[config.mk]
export PLATFORM = sky130hd
export DESIGN_NAME = lcic_regs
export DESIGN_NICKNAME = d
export VERILOG_FILES = /design/src/shared/lcic_pkg.sv /design/src/verilog/lcic_regs.sv /design/src/verilog/lcic_stage.sv
export SDC_FILE = /design/constraint.sdc
export NUM_CORES = 1
export LEC_CHECK = 0
export ABC_AREA = 1
export BUFFER_PORTS_ARGS = -buffer_cell sky130_fd_sc_hd__buf_2
export CORE_MARGIN = 1
export CORE_UTILIZATION = 60
export CTS_BUF_LIST = sky130_fd_sc_hd__clkbuf_4 sky130_fd_sc_hd__clkbuf_8
export CTS_CLUSTER_SIZE = 12
export DETAILED_ROUTE_END_ITERATION = 10
export PLACE_DENSITY = 0.88
export SLEW_MARGIN = 20
export SYNTH_ARGS = -nofsm -noshare
export SYNTH_HDL_FRONTEND = slang
export SYNTH_HIERARCHICAL = 1
export SYNTH_SLANG_ARGS = --single-unit
[constraint.sdc]
create_clock -name CLK -period 4.4 [get_ports CLK]
set_clock_uncertainty 0.1 [all_clocks]
set_input_delay 0.22 -clock CLK [delete_from_list [all_inputs] [get_ports CLK]]
set_output_delay 0.22 -clock CLK [all_outputs]
set_load 0.01 [all_outputs]
[src/shared/lcic_pkg.sv]
// Package for the LCD cursor/ink overlay register bank.
// Assumes an Avalon-MM slave with 32-bit data, one register per word.
package lcic_pkg;
  // Register indices as printed; byte address is four times the index
  localparam logic [7:0] IDX_MODE = 8'h70;
  localparam logic [7:0] IDX_START = 8'h71;
  localparam logic [7:0] IDX_XLO = 8'h72;
  localparam logic [7:0] IDX_XHI = 8'h73;
  localparam logic [7:0] IDX_YLO = 8'h74;
  localparam logic [7:0] IDX_YHI = 8'h75;
  localparam logic [7:0] IDX_BLUE0 = 8'h76;
  // Status register of this block (index chosen freely)
  localparam logic [7:0] IDX_STATUS = 8'h7F;
  // Field positions
  localparam int MODE_W = 2;
  localparam int SIGN_BIT = 7;
  localparam int BLUE_W = 5;
  // Reset values
  localparam logic [7:0] RST_BYTE = 8'h00;
  // Start address encoding
  localparam int START_ZERO_SUB = 1024;
  localparam int START_UNIT = 8192;
  // Layer modes
  typedef enum logic [1:0] {
    LCIC_OFF = 2'b00,
    LCIC_CURSOR = 2'b01,
    LCIC_INK = 2'b10,
    LCIC_RSVD = 2'b11
  } lcic_mode_t;
endpackage

[src/verilog/lcic_regs.sv]
// Register bank of the LCD cursor/ink overlay with staged updates.
// Assumes an Avalon-MM master and a vertical non-display level from
// the LCD timing generator, both synchronous to CLK.
//
// How it works
// Mode field: 00 off, 01 cursor, 10 ink, 11 reserved.
// Software keeps X and Y positions zero while ink mode runs.
// Start code 0 gives size-1024, code n gives size-n*8192.
// New start code applies from next vertical non-display period.
// X sign bit set means negative; software keeps magnitude <= 63.
// Y sign bit set means negative; software keeps magnitude <= 63.
// Ten-bit X is cursor column, valid only in cursor mode.
// Ten-bit Y is cursor row, valid only in cursor mode.
// X low, X high, Y low wait for a Y high write.
// Y high write commits at the next vertical non-display period.
// Five-bit blue colour 0 held in low bits and driven out.
// Software advised that start code zero suits cursor mode.
// Software keeps overlay clear of the dual-panel buffer.
// Reserved mode behaves as inactive, showing no pixels.
//
// The implementer's own choice: the Avalon-MM register port.
`timescale 1ns/1ps
module lcic_regs #(
  parameter int MEM_AW = 21,
  parameter logic [20:0] MEM_SIZE = 21'h140000,
  parameter int START_MAX = 160
) (
  // Clock and reset
  input wire logic CLK,
  input wire logic RST,
  // Avalon-MM slave
  input wire logic [9:0] AVS_ADDRESS,
  input wire logic AVS_READ,
  input wire logic AVS_WRITE,
  input wire logic [31:0] AVS_WRITEDATA,
  input wire logic [3:0] AVS_BYTEENABLE,
  output logic [31:0] AVS_READDATA,
  output logic AVS_WAITREQUEST,
  // LCD timing
  input wire logic VNDP,
  // Overlay outputs
  output logic CURSOR_EN,
  output logic INK_EN,
  output logic [MEM_AW-1:0] BASE_ADDR,
  output logic BASE_VALID,
  output logic [10:0] POS_X,
  output logic [10:0] POS_Y,
  output logic [4:0] BLUE0
);
  // ----------------------------------------------------------
  // Bus decode
  // ----------------------------------------------------------
  logic ack_reg;
  logic [7:0] idx;
  logic wr_go;
  logic rd_go;
  logic [7:0] wbyte;

  assign idx = AVS_ADDRESS[9:2];
  assign wbyte = AVS_WRITEDATA[7:0];
  // One wait state per access
  assign AVS_WAITREQUEST = (AVS_READ | AVS_WRITE) & ~ack_reg;
  assign wr_go = AVS_WRITE & ack_reg & AVS_BYTEENABLE[0];
  assign rd_go = AVS_READ & ack_reg;

  // Acknowledge toggles after one cycle of waiting
  always_ff @(posedge CLK) begin
    if (RST) begin
      ack_reg <= 1'b0;
    end else begin
      ack_reg <= (AVS_READ | AVS_WRITE) & ~ack_reg;
    end
  end

  // ----------------------------------------------------------
  // Software-visible registers
  // ----------------------------------------------------------
  logic [1:0] mode_reg;
  logic [7:0] start_reg;
  logic [7:0] xlo_reg;
  logic [7:0] xhi_reg;
  logic [7:0] ylo_reg;
  logic [7:0] yhi_reg;
  logic [4:0] blue_reg;
  logic start_pend_reg;
  logic pos_pend_reg;
  logic vndp_reg;
  logic vndp_rise;

  // Mode register
  always_ff @(posedge CLK) begin
    if (RST) begin
      mode_reg <= lcic_pkg::RST_BYTE[1:0];
    end else if (wr_go && idx == lcic_pkg::IDX_MODE) begin
      mode_reg <= wbyte[lcic_pkg::MODE_W-1:0];
    end
  end

  // Start code register
  always_ff @(posedge CLK) begin
    if (RST) begin
      start_reg <= lcic_pkg::RST_BYTE;
    end else if (wr_go && idx == lcic_pkg::IDX_START) begin
      start_reg <= wbyte;
    end
  end

  // Position registers, sign bit and bits 1-0 kept in high bytes
  always_ff @(posedge CLK) begin
    if (RST) begin
      xlo_reg <= lcic_pkg::RST_BYTE;
      xhi_reg <= lcic_pkg::RST_BYTE;
      ylo_reg <= lcic_pkg::RST_BYTE;
      yhi_reg <= lcic_pkg::RST_BYTE;
    end else if (wr_go) begin
      if (idx == lcic_pkg::IDX_XLO) begin
        xlo_reg <= wbyte;
      end else if (idx == lcic_pkg::IDX_XHI) begin
        xhi_reg <= {wbyte[7], 5'h00, wbyte[1:0]};
      end else if (idx == lcic_pkg::IDX_YLO) begin
        ylo_reg <= wbyte;
      end else if (idx == lcic_pkg::IDX_YHI) begin
        yhi_reg <= {wbyte[7], 5'h00, wbyte[1:0]};
      end
    end
  end

  // Blue colour 0
  always_ff @(posedge CLK) begin
    if (RST) begin
      blue_reg <= lcic_pkg::RST_BYTE[4:0];
    end else if (wr_go && idx == lcic_pkg::IDX_BLUE0) begin
      blue_reg <= wbyte[lcic_pkg::BLUE_W-1:0];
    end
  end

  // ----------------------------------------------------------
  // Staging toward vertical non-display
  // ----------------------------------------------------------
  assign vndp_rise = VNDP & ~vndp_reg;

  // Edge detect of non-display period start
  always_ff @(posedge CLK) begin
    if (RST) begin
      vndp_reg <= 1'b0;
    end else begin
      vndp_reg <= VNDP;
    end
  end

  // Pending start update; a new write wins over the clear at commit
  always_ff @(posedge CLK) begin
    if (RST) begin
      start_pend_reg <= 1'b0;
    end else if (wr_go && idx == lcic_pkg::IDX_START) begin
      start_pend_reg <= 1'b1;
    end else if (vndp_rise) begin
      start_pend_reg <= 1'b0;
    end
  end

  // Pending position update armed only by Y high write
  always_ff @(posedge CLK) begin
    if (RST) begin
      pos_pend_reg <= 1'b0;
    end else if (wr_go && idx == lcic_pkg::IDX_YHI) begin
      pos_pend_reg <= 1'b1;
    end else if (vndp_rise) begin
      pos_pend_reg <= 1'b0;
    end
  end

  logic start_apply;
  logic pos_apply;
  logic [7:0] start_act;
  logic [7:0] xlo_act;
  logic [7:0] xhi_act;
  logic [7:0] ylo_act;
  logic [7:0] yhi_act;

  assign start_apply = vndp_rise & start_pend_reg;
  assign pos_apply = vndp_rise & pos_pend_reg;

  // Active start code
  lcic_stage #(.W(8)) u_start (
    .clk(CLK),
    .rst(RST),
    .apply(start_apply),
    .d(start_reg),
    .q(start_act)
  );

  // Active X low
  lcic_stage #(.W(8)) u_xlo (
    .clk(CLK),
    .rst(RST),
    .apply(pos_apply),
    .d(xlo_reg),
    .q(xlo_act)
  );

  // Active X high
  lcic_stage #(.W(8)) u_xhi (
    .clk(CLK),
    .rst(RST),
    .apply(pos_apply),
    .d(xhi_reg),
    .q(xhi_act)
  );

  // Active Y low
  lcic_stage #(.W(8)) u_ylo (
    .clk(CLK),
    .rst(RST),
    .apply(pos_apply),
    .d(ylo_reg),
    .q(ylo_act)
  );

  // Active Y high
  lcic_stage #(.W(8)) u_yhi (
    .clk(CLK),
    .rst(RST),
    .apply(pos_apply),
    .d(yhi_reg),
    .q(yhi_act)
  );

  // ----------------------------------------------------------
  // Overlay outputs
  // ----------------------------------------------------------
  lcic_pkg::lcic_mode_t mode_dec;
  logic [MEM_AW-1:0] base_next;
  logic base_ok;

  // Mode decode; reserved counts as inactive
  always_comb begin
    case (mode_reg)
      2'b01: mode_dec = lcic_pkg::LCIC_CURSOR;
      2'b10: mode_dec = lcic_pkg::LCIC_INK;
      2'b11: mode_dec = lcic_pkg::LCIC_RSVD;
      default: mode_dec = lcic_pkg::LCIC_OFF;
    endcase
  end

  // Base address from the active code
  always_comb begin
    base_ok = 1'b1;
    if (start_act == 8'h00) begin
      base_next = MEM_SIZE[MEM_AW-1:0]
        - MEM_AW'(lcic_pkg::START_ZERO_SUB);
    end else begin
      base_next = MEM_SIZE[MEM_AW-1:0]
        - MEM_AW'(int'(start_act) * lcic_pkg::START_UNIT);
      if (int'(start_act) > START_MAX) begin
        base_ok = 1'b0;
      end
    end
  end

  // Registered outputs
  always_ff @(posedge CLK) begin
    if (RST) begin
      CURSOR_EN <= 1'b0;
      INK_EN <= 1'b0;
      BASE_ADDR <= '0;
      BASE_VALID <= 1'b0;
      POS_X <= 11'h000;
      POS_Y <= 11'h000;
      BLUE0 <= 5'h00;
    end else begin
      CURSOR_EN <= (mode_dec == lcic_pkg::LCIC_CURSOR);
      INK_EN <= (mode_dec == lcic_pkg::LCIC_INK);
      BASE_ADDR <= base_next;
      BASE_VALID <= base_ok;
      // Sign and magnitude; zero outside cursor mode
      if (mode_dec == lcic_pkg::LCIC_CURSOR) begin
        POS_X <= {xhi_act[lcic_pkg::SIGN_BIT], xhi_act[1:0],
          xlo_act};
        POS_Y <= {yhi_act[lcic_pkg::SIGN_BIT], yhi_act[1:0],
          ylo_act};
      end else begin
        POS_X <= 11'h000;
        POS_Y <= 11'h000;
      end
      BLUE0 <= blue_reg;
    end
  end

  // ----------------------------------------------------------
  // Read data
  // ----------------------------------------------------------
  always_ff @(posedge CLK) begin
    if (RST) begin
      AVS_READDATA <= 32'h0000_0000;
    end else if (rd_go || (AVS_READ && !ack_reg)) begin
      if (idx == lcic_pkg::IDX_MODE) begin
        AVS_READDATA <= {30'h0, mode_reg};
      end else if (idx == lcic_pkg::IDX_START) begin
        AVS_READDATA <= {24'h0, start_reg};
      end else if (idx == lcic_pkg::IDX_XLO) begin
        AVS_READDATA <= {24'h0, xlo_reg};
      end else if (idx == lcic_pkg::IDX_XHI) begin
        AVS_READDATA <= {24'h0, xhi_reg};
      end else if (idx == lcic_pkg::IDX_YLO) begin
        AVS_READDATA <= {24'h0, ylo_reg};
      end else if (idx == lcic_pkg::IDX_YHI) begin
        AVS_READDATA <= {24'h0, yhi_reg};
      end else if (idx == lcic_pkg::IDX_BLUE0) begin
        AVS_READDATA <= {27'h0, blue_reg};
      end else if (idx == lcic_pkg::IDX_STATUS) begin
        AVS_READDATA <= {29'h0, ~base_ok, pos_pend_reg, start_pend_reg};
      end else begin
        AVS_READDATA <= 32'h0000_0000;
      end
    end
  end
endmodule // lcic_regs

[src/verilog/lcic_stage.sv]
// Holding register that commits a pending value at an apply strobe.
// Assumes a single clock and synchronous reset.
`timescale 1ns/1ps
module lcic_stage #(
  parameter int W = 8
) (
  // Clock and reset
  input wire logic clk,
  input wire logic rst,
  // Pending value and commit strobe
  input wire logic apply,
  input wire logic [W-1:0] d,
  // Committed value
  output logic [W-1:0] q
);
  // Commit on strobe
  always_ff @(posedge clk) begin
    if (rst) begin
      q <= '0;
    end else if (apply) begin
      q <= d;
    end
  end
endmodule // lcic_stage
==> results by group, run 1 <==
Outcome
  – Status: completed

Clocking
  – Post-CTS setup buffer count: 0
  – Clock Pin Slew Worst Setup and Hold Paths: 70 ps
  – CTS root buf: clkbuf_8
  – Clock Path Buffers: 2
  – Clock Sink Count: 118
  – CTS tree: done
  – Cts repair resizes: 0
  – Hold buffer count at cts: 4
  – CTS buffer count: 17
  – Clock latency on the worst-skew pair: 420 ps
  – H-tree Lvls: 4

Worst setup path
  – Crit path capture type: flip-flop
  – Crit path required time: approximately 4600 ps
  – CP Max Fanout: 16
  – Crit path DAT: 2320 ps
  – CP Class: in -> reg
  – CP Launch Type: input pin

Power
  – Max IR drop VDD: approximately 0.17 mV
  – Leak Pwr: 2.45 nW
  – Power Density: ~380 mW/mm^2

Global routing
  – Largest net degree at the start of global routing: 45
  – First-pass GRT wire length: ~17000 um
  – Total GRT Usage: 0.255
  – GRT Residual Overflow: 0
  – Initial antenna violation count: 0
  – Number of global-route vias before repair: 3765

Timing
  – Max Freq: approximately 470 MHz
  – Period utilization: 0.479
  – Tmin final: ~2100 ps
  – RSZ-0062 raised after global routing: no
  – Worst slew pin tran: 1110 ps
  – Final setup viols: 0
  – Count of pins over their slew limit: 0
  – Fin. Hold Viols: 0
  – Setup TNS Final: 0 ps
  – Max_slew headroom: 0.258

Finish
  – Fillers: 683
  – Inserted Diodes: 0
  – Share of layout cells above drive strength 1: 0.168
  – Largest registers: POS_X x11, POS_Y x11, BASE_ADDR x9
  – Area grow syn2layout: 11.7%
  – Finished Layout Cells: 878
  – Layout Nets: 812

Routing
  – First-pass iteration count of the detailed router: 7
  – Final wirelength: approximately 10000 um
  – Drt first-iter violations: 221
  – Via Count: around 4200
  – Vias per Instance: about 4.8
  – Remaining antenna violation count after routing: 0
  – Remaining DRCs: 0
  – Routed length per instance: 11.8 um

Floorplanning
  – Row count: 33
  – Die height: 93.9 um
  – I/O pins: 135
  – Die Area: ~0.009 mm^2
  – Starting density of the core: 0.619
  – Die Width: approximately 94 um
  – Core Box Area: 0.00818 mm^2

Synth
  – Syn Inst Count: 691
  – Post-Syn Area per Cell: 7.33 um^2
  – Post-Syn Area: around 0.005 mm^2
  – Yosys warnings: 6

Flow run
  – Max-cap check violation count: 0

Placed design
  – Final GP Congestion: approximately 0.91
  – Post-Place Cells: 842
  – PortBufs: between 70 and 80
  – DP Wirelength: between 7000 and 8000 um

Min path
  – Worst Hold Class: in -> reg
## power by group
part	switching [W]	leakage, nW	total, W	internal [W]
combinational	0.0000696	1.30	0.0000974	0.0000279
clock	0.000449	0.192	0.000953	0.000504
sequential	0.00000211	0.954	0.00108	0.00107
total	0.000521	2.45	0.00213	0.00161
## final cells by class
type,instances,area (um^2),share of cell area
Clock buffer,17,234,0.0414
Clock inverter,15,155,0.0274
Inverter,127,482,0.0852
Multi-Input combinational cell,419,1880,0.333
Sequential cell,118,2360,0.418
Tap cell,105,131,0.0232
Timing Repair Buffer,77,410,0.0726
## path summary, 6_finish.rpt
kind                            cells after the start  slack [ps]                     from                         to
worst max-delay path                                8        2290                     VNDP  u_start/q[7]$_SDFFE_PP0P_
worst min-delay path                                3          30         AVS_WRITEDATA[2]    xlo_reg[2]$_SDFFE_PP0P_
worst max register to register                      5        2430      vndp_reg$_SDFF_PP0_  u_start/q[7]$_SDFFE_PP0P_
worst min register to register                      2         320  u_xlo/q[0]$_SDFFE_PP0P_        POS_X[0]$_SDFF_PP0_
## metrics by stage
step           power, W  cell area, um^2   util  hold slack [ps]  setup slack (ps)
2_1_floorplan   0.00118             5190      -              240              2880
3_3_place_gp    0.00119             5230  0.639              313              2490
3_5_place_dp    0.00119             5230  0.639              315              2420
4_1_cts         0.00214             5660  0.692             8.43              2320
5_1_grt         0.00221             5660  0.692             20.4              2170
6_report        0.00213             5660  0.692             27.5              2290
## per-layer routing
metal	up-vias	GRT usage	wire (um)
met5	-	0	0
met4	0	0.103	249
met3	19	0.0615	618
met2	151	0.422	4840
met1	1891	0.318	4660
li1	2156	-	-
## cells in the final DEF (no fill, tap or decap), types with 5 or more instances in the layout
cell type and count:
a211oi_1 8, a21oi_1 41, buf_2 71, clkbuf_8 17
clkinv_4 5, conb_1 34, dfxtp_1 118, inv_1 123
nand2_1 109, nand2_2 7, nand3_1 17, nor2_1 127
nor2_2 6, o21ai_0 41
## worst max-delay path, cell delays in order
cell           delay [ps]
dlygate4sd3_1         520
buf_2                  90
inv_1                  40
or2_2                 320
nor2_1                850
nand2_1               120
nand2_1               100
nor2_1                 40
(Power assumes the default switching activity.)
==> run 2, diff against run 1 <==
--- a/config.mk
+++ b/config.mk
@@ -5,14 +5,14 @@
 export SDC_FILE = /design/constraint.sdc
 export NUM_CORES = 1
 export LEC_CHECK = 0
-export ABC_AREA = 1
+export ABC_AREA = 0
 export BUFFER_PORTS_ARGS = -buffer_cell sky130_fd_sc_hd__buf_2
 export CORE_MARGIN = 1
-export CORE_UTILIZATION = 60
+export CORE_UTILIZATION = 55
 export CTS_BUF_LIST = sky130_fd_sc_hd__clkbuf_4 sky130_fd_sc_hd__clkbuf_8
 export CTS_CLUSTER_SIZE = 12
 export DETAILED_ROUTE_END_ITERATION = 10
-export PLACE_DENSITY = 0.88
+export PLACE_DENSITY = 0.82
 export SLEW_MARGIN = 20
 export SYNTH_ARGS = -nofsm -noshare
 export SYNTH_HDL_FRONTEND = slang
==> constraint.sdc (replaced) <==
create_clock -name CLK -period 2.2 [get_ports CLK]
set_clock_uncertainty 0.1 [all_clocks]
set_input_delay 0.11 -clock CLK [delete_from_list [all_inputs] [get_ports CLK]]
set_output_delay 0.11 -clock CLK [all_outputs]
set_load 0.01 [all_outputs]
==> results by group, run 2 <==
Outcome
  – Status: completed

Power
  – Design Power: 0.00426 W (+100%)
  – Power Density: 755 mW/mm^2 (+100%)
  – Leak Pwr: 2.58 nW (+5.4%)
  – Max IR drop VDD: 0.393 mV (+130%)

Finish
  – Finished Layout Cells: 699 (-20%)
  – Commonest non-fill, non-tap cell in the layout: dfxtp_1
  – Layout Nets: 630 (-22%)
  – Commonest non-fill, non-tap cells in the layout: 118 x dfxtp_1, 84 x nor2_1, 71 x buf_2, 65 x mux2i_1, 34 x conb_1
  – Area grow syn2layout: 14.7%
  – Largest registers: POS_X x11, POS_Y x11, BASE_ADDR x9
  – Register area: 0.00236 mm^2 (unchanged)
  – Share of layout cells above drive strength 1: 0.203 (+0.0349)
  – Fillers: 709 (+3.8%)
  – Inserted Diodes: 0 (unchanged)
  – Multi-input gate area: 0.00220 mm^2 (+17%)

Routing
  – Remaining antenna violation count after routing: 0 (unchanged)
  – Via Count: 3732 (-12%)
  – First-pass iteration count of the detailed router: 5 (-2)
  – Routed length per instance: 14.9 um (+26%)
  – Vias per Instance: 5.34 (+11%)
  – Final wirelength: 10400 um (+0.27%)
  – Remaining DRCs: 0 (unchanged)
  – Drt first-iter violations: 247 (+12%)

Timing
  – Hold_ws: 110 ps (+82.2 ps)
  – Max_slew headroom: 0.541 (+0.283)
  – Setup TNS Final: 0 ps (unchanged)
  – Period utilization: 0.805
  – Worst slew pin tran: 688 ps (-422 ps)
  – Fin. Hold Viols: 0 (unchanged)
  – RSZ-0062 raised after global routing: no
  – Max Freq: 564 MHz
  – Count of pins over their slew limit: 0 (unchanged)
  – Tmin final: 1770 ps
  – Final setup viols: 0 (unchanged)

Min path
  – Worst Hold Class: in -> reg
  – Min-delay src: AVS_ADDRESS[8]

Worst setup path
  – CP bufs+invs: 0 (-3)
  – Crit path DAT: 1970 ps (-350 ps)
  – CP Max Fanout: 8 (-8)
  – Worst path top cell family by delay: simple AND/OR/NAND/NOR gates
  – Slowest stage cell, crit path: and3_1
  – Setup crit start: ack_reg$_SDFF_PP0_
  – CP Launch Type: flip-flop
  – Crit path cell chain: and3_1 > nand4_2 > mux2i_1 > nor2_1
  – Worst r2r src: ack_reg$_SDFF_PP0_
  – Crit path capture type: flip-flop
  – Crit path required time: 2400 ps (-2210 ps)
  – CP peak stage delay: 400 ps (-450 ps)
  – CP Class: reg -> reg

Global routing
  – Total GRT Usage: 0.230 (-0.0250)
  – First-pass GRT wire length: 17100 um (-0.60%)
  – Initial antenna violation count: 0 (unchanged)
  – Number of global-route vias before repair: 3552 (-5.7%)
  – GRT Residual Overflow: 0 (unchanged)
  – Largest net degree at the start of global routing: 99 (+120%)

Clocking
  – Hold buffer count at cts: 12 (+8)
  – Clock Path Buffers: 2 (unchanged)
  – CTS root buf: clkbuf_8
  – Clock Sink Count: 118 (unchanged)
  – CTS tree: done
  – Post-CTS setup buffer count: 0 (unchanged)
  – H-tree Lvls: 4 (unchanged)
  – Clock Pin Slew Worst Setup and Hold Paths: 70 ps (about the same)
  – CTS buffer count: 17 (unchanged)
  – Clock latency on the worst-skew pair: 430 ps (about the same)
  – Cts repair resizes: 0 (unchanged)

Floorplanning
  – Die Area: 0.00933 mm^2 (+5.9%)
  – Row count: 34 (+3.0%)
  – I/O pins: 135 (unchanged)
  – Core Box Area: 0.00868 mm^2 (+6.2%)
  – Die height: 96.6 um (+2.9%)
  – Die Width: 96.6 um (+2.9%)
  – Starting density of the core: 0.567 (-0.0522)

Flow run
  – Max-cap check violation count: 0 (unchanged)

Placed design
  – DP Wirelength: 7000 um (-5.5%)
  – Final GP Congestion: 0.892 (-1.9%)
  – PortBufs: 71 (unchanged)
  – Post-Place Cells: 655 (-22%)

Synth
  – Yosys warnings: 6 (unchanged)
  – Syn Inst Count: 507 (-27%)
  – Post-Syn Area per Cell: 9.71 um^2 (+32%)
  – Post-Syn Area: 0.00492 mm^2 (-2.8%)
[run 2: cell types whose count changed in the layout (fill, tap and decap cells not counted), sizes merged, moves of 7 or more]
cell	delta
nor2	-51
and2	+24
inv	-116
nand2	-104
nand3	-13
dlygate4sd3	+8
a21oi	-22
o21ai	-36
mux2i	+65
nor2b	+7
[run 2: layout make-up]
cell class,count,area share
inverters,9,0.00599
flip-flops and latches,118,0.419
multi-input cells,344,0.389
clock inverters,12,0.0213
clock buffers,20,0.0477
repair buffers,88,0.0931
well taps,108,0.0239
[run 2: worst paths after layout]
kind,to,slack (ps),cells past startpoint
hold reg to reg,ack_reg$_SDFF_PP0_,360,1
setup reg to reg,xlo_reg[5]$_SDFFE_PP0P_,430,4
hold / removal,AVS_READDATA[1]$_SDFFE_PP0P_,110,5
setup / recovery,xlo_reg[5]$_SDFFE_PP0P_,430,4
[run 2: worst min-delay path, cell delays in order]
cell and delay, ps:
buf_2 120, nand4b_4 120, nor3_1 60, o21ai_0 90, a31oi_1 80
[run 2: metrics by stage]
step | area, um^2 | worst slack, ps | util
detailed placement | 5130 | 444 | 0.591
global route | 5640 | 306 | 0.650
floorplan | 5050 | 826 | -
CTS | 5640 | 438 | 0.650
finish | 5640 | 428 | 0.650
global placement | 5130 | 507 | 0.591
[run 2: power breakdown]
part / internal, W / leakage (nW) / switching (W) / total (W)
registers: 0.00215 / 0.954 / 0.00000564 / 0.00215
clock network: 0.000979 / 0.193 / 0.000903 / 0.00188
logic: 0.0000718 / 1.43 / 0.000155 / 0.000227
total: 0.00320 / 2.58 / 0.00106 / 0.00426
[run 2: routing by layer]
layer / part of all wire / vias up / GRT usage
li1: - / 1804 / -
met1: 0.43 / 1740 / 0.283
met2: 0.48 / 168 / 0.374
met3: 0.069 / 20 / 0.0592
met4: 0.020 / 0 / 0.113
met5: 0 / - / 0
